[src/rtl/pusir_pkg.sv]
// Package for the power unit status and interrupt register bank.
// Holds offsets, field positions, reset values and timing counts.
// Assumes a 250 MHz system clock and a 14-bit word-aligned APB address.
package pusir_pkg;

    localparam int ADDR_W = 14;
    localparam int CLK_PERIOD_NS = 4;

    // Monitor latency budgets
    localparam int BUS_MON_LAT_US = 10;
    localparam int CONTACT_MON_LAT_US = 75;
    localparam int BUS_MON_LAT_CYC = BUS_MON_LAT_US * 1000 / CLK_PERIOD_NS;
    localparam int CONTACT_MON_LAT_CYC =
        CONTACT_MON_LAT_US * 1000 / CLK_PERIOD_NS;

    // Write strobes of the interrupt block stay high this many cycles
    localparam logic [1:0] STB_HOLD = 2'h2;
    localparam int IRQ_COUNT = 7;

    localparam logic [ADDR_W-1:0] OFF_STATUS = 14'h0000;
    localparam logic [ADDR_W-1:0] OFF_IRQ_EN_CLR = 14'h3fd8;
    localparam logic [ADDR_W-1:0] OFF_IRQ_EN_SET = 14'h3fdc;
    localparam logic [ADDR_W-1:0] OFF_IRQ_STATUS = 14'h3fe0;
    localparam logic [ADDR_W-1:0] OFF_IRQ_ENABLE = 14'h3fe4;
    localparam logic [ADDR_W-1:0] OFF_IRQ_ST_CLR = 14'h3fe8;
    localparam logic [ADDR_W-1:0] OFF_IRQ_ST_SET = 14'h3fec;

    // Plain read-write control words, index order
    localparam int CTL_N = 5;
    localparam int CTL_MON = 0;
    localparam int CTL_TXREG = 1;
    localparam int CTL_CONV = 2;
    localparam int CTL_INT_A = 3;
    localparam int CTL_INT_B = 4;
    localparam logic [ADDR_W-1:0] CTL_OFF [CTL_N] =
        '{14'h0004, 14'h0008, 14'h000c, 14'h0010, 14'h0014};
    localparam logic [31:0] CTL_RST [CTL_N] =
        '{32'h0000040e, 32'h04000000, 32'h00000000, 32'h00000000,
          32'h00000000};
    localparam logic [31:0] STATUS_RST = 32'h00000000;

    // Monitor control fields
    localparam int MON_EN_BUS2_BIT = 5;
    localparam int MON_EN_CONTACT_BIT = 6;

    // Power status fields
    localparam int ST_LOWPWR_BIT = 24;
    localparam int ST_TX5V_BIT = 23 - 1;
    localparam int ST_CONTACT_BIT = 21;
    localparam int ST_BUS2_BIT = 20;
    localparam int ST_PAD_BIT = 19;
    localparam int ST_CARD_OVL_BIT = 11;
    localparam int ST_CONV_OVL_BIT = 10;
    localparam int ST_DET_LSB = 3;
    localparam int ST_DET_MSB = 9;
    localparam int ST_MEAS_VALID_BIT = 2;
    localparam int ST_SM_DONE_BIT = 1;
    localparam int ST_THR_HIT_BIT = 0;

    // Self-clearing strobe registers
    localparam int STB_N = 4;
    localparam int STB_ECLR = 0;
    localparam int STB_ESET = 1;
    localparam int STB_SCLR = 2;
    localparam int STB_SSET = 3;

    // Analogue signals seen by the digital part
    typedef struct packed {
        logic bus_supply_first_monitor;
        logic bus_supply_second_monitor;
        logic contact_supply_monitor;
        logic battery_reg_lowpower;
        logic tx_reg_five_volt_ok;
        logic pad_supply_out_ok;
        logic card_reg_overload;
        logic converter_overload;
        logic [6:0] tx_current_detect_value;
        logic tx_current_measure_valid;
        logic tx_detect_sm_done;
        logic tx_current_threshold_hit;
    } pusir_ana_s;

endpackage : pusir_pkg

[src/rtl/pusir_mon_filter.sv]
// Supply monitor follower with a bounded settle time.
// Assumes the raw comparator level is already synchronous to clk.
`timescale 1ns/1ps
module pusir_mon_filter #(
    parameter int LIMIT = 2499
) (
    input wire logic clk,
    input wire logic srst,
    input wire logic en,
    input wire logic raw,
    output logic ok
);
    localparam int CW = $clog2(LIMIT + 1);

    logic [CW-1:0] cnt_q;
    logic ok_q;
    wire differ = en && (raw != ok_q);
    wire expire = differ && (cnt_q == CW'(LIMIT - 1));

    // Output follows once raw has disagreed for LIMIT cycles, so
    // a crossing shows within LIMIT cycles and glitches are dropped
    always_ff @(posedge clk) begin
        if (srst || !en) begin
            cnt_q <= '0;
            ok_q <= 1'b0;
        end else if (expire) begin
            cnt_q <= '0;
            ok_q <= raw;
        end else if (differ) begin
            cnt_q <= cnt_q + CW'(1);
        end else begin
            cnt_q <= '0;
        end
    end

    assign ok = ok_q;
endmodule : pusir_mon_filter

[src/rtl/pusir_regs.sv]
// Power unit register bank: status word, control words and
// interrupt block, reached over a 32-bit APB slave port.
// Assumes analogue inputs and events are synchronous to CLOCK.
`timescale 1ns/1ps
module pusir_regs
    import pusir_pkg::*;
#(
    parameter int IRQ_N = IRQ_COUNT,
    parameter int BUS_MON_CYC = BUS_MON_LAT_CYC,
    parameter int CONTACT_MON_CYC = CONTACT_MON_LAT_CYC
) (
    input wire logic CLOCK,
    input wire logic SRST,
    input wire logic PSEL,
    input wire logic PENABLE,
    input wire logic PWRITE,
    input wire logic [ADDR_W-1:0] PADDR,
    input wire logic [31:0] PWDATA,
    output logic [31:0] PRDATA,
    output logic PREADY,
    output logic PSLVERR,
    input pusir_ana_s ANA_IN,
    input wire logic [IRQ_N-1:0] IRQ_EVENT,
    output logic BUS_SUPPLY_FIRST_OK,
    output logic [31:0] MON_CONTROL,
    output logic [31:0] TXREG_CONTROL,
    output logic [31:0] CONV_CONTROL,
    output logic [31:0] INTERNAL_A,
    output logic [31:0] INTERNAL_B,
    output logic IRQ
);

    function automatic logic addr_is(input logic [ADDR_W-1:0] a,
                                     input logic [ADDR_W-1:0] off);
        addr_is = (a[ADDR_W-1:2] == off[ADDR_W-1:2]);
    endfunction : addr_is

    // Bus handshake state
    logic ready_q;
    logic [31:0] rdata_q;
    logic err_q;

    // Register state
    logic [31:0] status_q;
    logic [31:0] ctl_q [CTL_N];
    logic [IRQ_N-1:0] irq_st_q;
    logic [IRQ_N-1:0] irq_en_q;
    logic [IRQ_N-1:0] stb_q [STB_N];
    logic [1:0] age_q [STB_N];
    logic irq_q;

    // Monitor raw levels, enables and filtered outputs
    logic [2:0] mon_ok;
    logic [2:0] mon_raw;
    logic [2:0] mon_en;

    // Address decode
    wire hit_status = addr_is(PADDR, OFF_STATUS);
    wire hit_en_clr = addr_is(PADDR, OFF_IRQ_EN_CLR);
    wire hit_en_set = addr_is(PADDR, OFF_IRQ_EN_SET);
    wire hit_irq_st = addr_is(PADDR, OFF_IRQ_STATUS);
    wire hit_irq_en = addr_is(PADDR, OFF_IRQ_ENABLE);
    wire hit_st_clr = addr_is(PADDR, OFF_IRQ_ST_CLR);
    wire hit_st_set = addr_is(PADDR, OFF_IRQ_ST_SET);
    wire [CTL_N-1:0] hit_ctl;
    wire hit_wo = hit_en_clr || hit_en_set || hit_st_clr || hit_st_set;
    wire hit_any = hit_status || hit_irq_st || hit_irq_en || hit_wo ||
                   (|hit_ctl);

    // Setup phase is taken when no answer is pending; the access
    // phase then always completes with no wait state
    wire setup = PSEL && !PENABLE && !ready_q;
    wire access = PSEL && PENABLE && ready_q;
    wire wr = access && PWRITE && hit_any;
    wire [IRQ_N-1:0] wdata = PWDATA[IRQ_N-1:0];

    wire wr_en_clr = wr && hit_en_clr;
    wire wr_en_set = wr && hit_en_set;
    wire wr_irq_en = wr && hit_irq_en;
    wire wr_st_clr = wr && hit_st_clr;
    wire wr_st_set = wr && hit_st_set;
    wire [STB_N-1:0] wr_stb;
    assign wr_stb[STB_ECLR] = wr_en_clr;
    assign wr_stb[STB_ESET] = wr_en_set;
    assign wr_stb[STB_SCLR] = wr_st_clr;
    assign wr_stb[STB_SSET] = wr_st_set;

    // APB answer, registered from the setup cycle
    wire [31:0] irq_st_word = 32'(irq_st_q);
    wire [31:0] irq_en_word = 32'(irq_en_q);
    logic [31:0] ctl_rd;
    wire [31:0] rd_word =
        hit_status ? status_q :
        hit_irq_st ? irq_st_word :
        hit_irq_en ? irq_en_word :
        ctl_rd;

    always_comb begin
        ctl_rd = '0;
        for (int i = 0; i < CTL_N; i++) begin
            if (hit_ctl[i]) begin
                ctl_rd = ctl_q[i];
            end
        end
    end

    always_ff @(posedge CLOCK) begin
        if (SRST) begin
            ready_q <= 1'b0;
            rdata_q <= '0;
            err_q <= 1'b0;
        end else if (setup) begin
            ready_q <= 1'b1;
            rdata_q <= PWRITE ? 32'h00000000 : rd_word;
            err_q <= !hit_any;
        end else begin
            ready_q <= 1'b0;
            rdata_q <= '0;
            err_q <= 1'b0;
        end
    end

    assign PREADY = ready_q;
    assign PRDATA = rdata_q;
    assign PSLVERR = err_q;

    // Plain read-write control words
    generate
        for (genvar g = 0; g < CTL_N; g++) begin : g_ctl
            assign hit_ctl[g] = addr_is(PADDR, CTL_OFF[g]);
            always_ff @(posedge CLOCK) begin
                if (SRST) begin
                    ctl_q[g] <= CTL_RST[g];
                end else if (wr && hit_ctl[g]) begin
                    ctl_q[g] <= PWDATA;
                end
            end
        end
    endgenerate

    assign MON_CONTROL = ctl_q[CTL_MON];
    assign TXREG_CONTROL = ctl_q[CTL_TXREG];
    assign CONV_CONTROL = ctl_q[CTL_CONV];
    assign INTERNAL_A = ctl_q[CTL_INT_A];
    assign INTERNAL_B = ctl_q[CTL_INT_B];

    // Supply monitors; the first bus monitor has no enable here
    assign mon_raw[0] = ANA_IN.bus_supply_first_monitor;
    assign mon_raw[1] = ANA_IN.bus_supply_second_monitor;
    assign mon_raw[2] = ANA_IN.contact_supply_monitor;
    assign mon_en[0] = 1'b1;
    assign mon_en[1] = ctl_q[CTL_MON][MON_EN_BUS2_BIT];
    assign mon_en[2] = ctl_q[CTL_MON][MON_EN_CONTACT_BIT];

    // One cycle is left for the status register behind the filter
    generate
        for (genvar m = 0; m < 3; m++) begin : g_mon
            localparam int LIM =
                (m == 2) ? CONTACT_MON_CYC - 1 : BUS_MON_CYC - 1;
            pusir_mon_filter #(
                .LIMIT(LIM)
            ) u_filter (
                .clk(CLOCK),
                .srst(SRST),
                .en(mon_en[m]),
                .raw(mon_raw[m]),
                .ok(mon_ok[m])
            );
        end
    endgenerate

    // Live status word, sampled every cycle
    wire [31:0] stat_w;
    assign stat_w[31:25] = '0;
    assign stat_w[ST_LOWPWR_BIT] = ANA_IN.battery_reg_lowpower;
    assign stat_w[23] = 1'b0;
    assign stat_w[ST_TX5V_BIT] = ANA_IN.tx_reg_five_volt_ok;
    assign stat_w[ST_CONTACT_BIT] = mon_ok[2];
    assign stat_w[ST_BUS2_BIT] = mon_ok[1];
    assign stat_w[ST_PAD_BIT] = ANA_IN.pad_supply_out_ok;
    assign stat_w[18:12] = '0;
    assign stat_w[ST_CARD_OVL_BIT] = ANA_IN.card_reg_overload;
    assign stat_w[ST_CONV_OVL_BIT] = ANA_IN.converter_overload;
    assign stat_w[ST_DET_MSB:ST_DET_LSB] =
        ANA_IN.tx_current_detect_value;
    assign stat_w[ST_MEAS_VALID_BIT] =
        ANA_IN.tx_current_measure_valid;
    assign stat_w[ST_SM_DONE_BIT] = ANA_IN.tx_detect_sm_done;
    assign stat_w[ST_THR_HIT_BIT] =
        ANA_IN.tx_current_threshold_hit;

    always_ff @(posedge CLOCK) begin
        if (SRST) begin
            status_q <= STATUS_RST;
        end else begin
            status_q <= stat_w;
        end
    end

    always_ff @(posedge CLOCK) begin
        if (SRST) begin
            BUS_SUPPLY_FIRST_OK <= 1'b0;
        end else begin
            BUS_SUPPLY_FIRST_OK <= mon_ok[0];
        end
    end

    // Self-clearing write strobes; a rewrite restarts the hold
    generate
        for (genvar s = 0; s < STB_N; s++) begin : g_stb
            always_ff @(posedge CLOCK) begin
                if (SRST) begin
                    stb_q[s] <= '0;
                    age_q[s] <= '0;
                end else if (wr_stb[s]) begin
                    stb_q[s] <= wdata;
                    age_q[s] <= STB_HOLD;
                end else if (age_q[s] == 2'h1) begin
                    stb_q[s] <= '0;
                    age_q[s] <= '0;
                end else if (age_q[s] != 2'h0) begin
                    age_q[s] <= age_q[s] - 2'h1;
                end
            end
        end
    endgenerate

    // Latched status: hardware events and software set beat clear
    wire [IRQ_N-1:0] st_d =
        (irq_st_q & ~stb_q[STB_SCLR]) |
        stb_q[STB_SSET] |
        IRQ_EVENT;

    // Direct enable write first, then set over clear
    wire [IRQ_N-1:0] en_d =
        wr_irq_en ? wdata :
        (irq_en_q & ~stb_q[STB_ECLR]) |
        stb_q[STB_ESET];

    always_ff @(posedge CLOCK) begin
        if (SRST) begin
            irq_st_q <= '0;
            irq_en_q <= '0;
        end else begin
            irq_st_q <= st_d;
            irq_en_q <= en_d;
        end
    end

    always_ff @(posedge CLOCK) begin
        if (SRST) begin
            irq_q <= 1'b0;
        end else begin
            irq_q <= |(irq_st_q & irq_en_q);
        end
    end

    assign IRQ = irq_q;
endmodule : pusir_regs

[config.mk]
export PLATFORM = sky130hd
export DESIGN_NAME = pusir_regs
export DESIGN_NICKNAME = d
export VERILOG_FILES = /design/src/rtl/pusir_pkg.sv /design/src/rtl/pusir_mon_filter.sv /design/src/rtl/pusir_regs.sv
export SDC_FILE = /design/constraint.sdc
export NUM_CORES = 1
export LEC_CHECK = 0
export BUFFER_PORTS_ARGS = -buffer_cell sky130_fd_sc_hd__buf_2
export CAP_MARGIN = 20
export CORE_MARGIN = 2
export CORE_UTILIZATION = 45
export CTS_CLUSTER_DIAMETER = 30
export DETAILED_ROUTE_END_ITERATION = 10
export PLACE_DENSITY_LB_ADDON = 0.3
export SETUP_SLACK_MARGIN = 0.2
export SLEW_MARGIN = 20
export SYNTH_ARGS = -nofsm -noshare
export SYNTH_HDL_FRONTEND = slang
export SYNTH_HIERARCHICAL = 1
export SYNTH_SLANG_ARGS = --single-unit
[constraint.sdc]
create_clock -name CLOCK -period 2.86 [get_ports CLOCK]
set_input_delay 0.572 -clock CLOCK [delete_from_list [all_inputs] [get_ports CLOCK]]
set_output_delay 0.572 -clock CLOCK [all_outputs]
set_load 0.1 [all_outputs]
==> metrics <==
vias in the first global route=10,300; Max transition margin=49.8%; Core Region=0.0287 mm2; WL per Instance=21.2 um; Worst Max-Slew Pin Slew=747 ps; Placed Area=0.0150 mm2; Sink Count=305; worst vdd ir=0.000607 V; Synth Instances=1,144; IO Count=272; largest net degree at the start of global routing=88; via count=10,400; Nets=1,533; Fmax achieved=453 MHz; cell family with most CP delay=simple AND/OR/NAND/NOR gates; Leak=6.86 nW; setup violators final=0; Worst Path Max Fanout=10; RePlAce Congestion=0.871; WS Path Type=register to register; cts hold-fix bufs=0; TritonCTS clock tree=done; Mapped Area=0.0131 mm2; Min Clock Period, post-route=2210 ps; number of nets with antenna violations after routing=0; final wirelength=39,900 um; PortBufs=269; critical-path cell list=and4_1 > nand3b_1 > or3_1 > nand2b_2 > buf_4; Initial Util=45.6%; Top FF cell, synth=edfxtp_1; Mapped Nets=1,234; DIE HEIGHT=175 um; Final Core Density=59.5%; Ys Warns=6; die area=0.0305 mm2; CP max stage delay=620 ps; Overflow after GRT=0; worst hold path class=primary input to register; post-CTS setup buffers=0; area grow syn2layout=30.5%; Clock Tree Buf Depth=3; clock latency on the worst-skew pair=570 ps; TritonCTS Buffers=60; post-DP HPWL=27,200 um; Final Hold Viols=0; register area share after synthesis=61.7%; Slew Viols, Final=0; ys async rst share=0%; H-tree lvl count=2; Die Wd=175 um; antenna violations before repair=4; Pwr Total=0.0134 W; setup TNS=0 ps; GRT Max-Usage Layer=met2; number of synthesized flops with an enable pin=196; met2 Use GR=41.6%; RSZ-0062 raised after global routing=no; DR vias/cell=5.51; met1 Resource Use GR=32.5%; Critical Path Start Type=register; total power divided by cell area=787 mW/mm2; clock-pin slew on the worst setup and hold paths=50 ps; status=finished, final reports clean; Final period util=77.1%; met3 Usage GRT=6.63%; PostCTS Resize Cnt=0; Yosys reg bits=305; maxcap violations=0; synth unique cells=62; crit path max-delay cell type=or3_1; Req. time, crit path=3110 ps; CTS Root Cell=clkbuf_16; Finished Cell Area=0.0171 mm2; site row count=62; crit path buf inv count=1; CP endpoint kind=register; layout cells sized above 1=31.1%; Total GRT Usage=25.7%; CP Data Arrival Time=2450 ps; Starting DRT DRC Count=926; Worst Skew=26.1 ps; Mean Syn Cell Area=11.4 um2; first-pass GRT wire length=59,700 um; DRC=0; First-pass DRT Iterations=6
[cell type report]
class                           instances  area [um2]
Fill cell                            2359       11600
Sequential cell                       305        8070
Multi-Input combinational cell        738        4610
Timing Repair Buffer                  305        1720
Clock buffer                           77        1710
Tap cell                              384         480
Clock inverter                         37         352
Inverter                               33         124
Antenna cell                            4        10.0
[worst register-to-register path, stage by stage (launching register included)]
cell	delay (ps)
dfxtp_2	330
and4_1	310
nand3b_1	220
or3_1	620
nand2b_2	190
buf_4	230
[power by group]
part / leakage, nW / internal [W] / switching, W / total [W]
Clock: 1.02 / 0.00460 / 0.00236 / 0.00695
Sequential: 2.92 / 0.00495 / 0.000135 / 0.00509
Combinational: 2.92 / 0.000337 / 0.00106 / 0.00140
Total: 6.86 / 0.00988 / 0.00355 / 0.0134
[synth_stat cells, types with 15 or more instances]
library cell,n,area share (%)
o211a_1,15,1.1
a21oi_1,37,1.4
nor2_1,240,6.9
a211oi_1,24,1.4
nand3_1,20,0.76
or3_1,20,0.96
nand2b_1,46,2.2
edfxtp_1,196,45
clkbuf_1,37,1.1
inv_1,33,0.95
nand2_1,25,0.72
a22oi_1,17,0.98
dfxtp_1,109,17
o21ai_0,37,1.4
buf_2,18,0.69
mux2i_1,27,2.1
nor3_1,19,0.73
nor2b_1,23,1.1
mux2_2,15,1.3
[sequential cells by signal, summed over array words and instances (netlist names)]
register,count
g_mon.u_filter/cnt_q,39
irq_st_q,7
PSLVERR,1
PREADY,1
PRDATA,32
status_q,17
ctl_q,160
age_q,8
g_mon.u_filter/ok,3
irq_en_q,7
BUS_SUPPLY_FIRST_OK,1
IRQ,1
stb_q,28
[worst paths after layout]
| kind | startpoint | slack (ps) | depth (start not counted) | end |
|---|---|---|---|---|
| max reg2reg | PREADY$_SDFF_PP0_ | 650 | 5 | ctl_q[1][3]$_SDFFCE_PN0P_ |
| min reg2reg | status_q[22]$_SDFF_PP0_ | 440 | 1 | PRDATA[22]$_SDFF_PP0_ |
| min | ANA_IN[10] | 220 | 2 | status_q[10]$_SDFF_PP0_ |
| max | PREADY$_SDFF_PP0_ | 650 | 5 | ctl_q[1][3]$_SDFFCE_PN0P_ |
[cell families (layout without fill, tap and decap cells)]
kind of cell | after synthesis | in the layout | synth area share (%)
flops | 305 | 305 | 61.7
fa+ha+maj | 14 | 14 | 1.34
buf+inv | 101 | 452 | 3.36
simple gates | 470 | 470 | 18.5
other cells | 1 | 5 | 0.0287
compound gates | 189 | 189 | 10.3
mux | 42 | 42 | 3.36
xor+xnor | 22 | 22 | 1.47
[per-stage QoR]
stage / hold WS [ps] / worst slack, ps / std cells
finish: 223 / 654 / 1883
global route: 225 / 549 / 1883
CTS: 206 / 660 / 1879
detailed placement: 431 / 223 / 1765
global placement: 421 / 260 / 1765
floorplan: 410 / 277 / 1144
[cell usage in the layout, fill, tap and decap left out, drive strengths merged, types with 23 or more instances in the layout]
cell    Yosys  layout
edfxtp    196     196
inv        33      42
a211oi     24      24
nor2      240     240
nand2      26      26
mux2i      27      27
o21ai      37      37
buf        31     305
a21oi      37      37
nand2b     46      46
dfxtp     109     109
clkbuf     37      77
nor2b      23      23
[routing by layer]
layer,routed length (um),vias up
li1,-,4771
met1,16000,4980
met2,18700,516
met3,3580,106
met4,1560,0
met5,0,-
No activity file was read; power rests on OpenSTA's default activity.
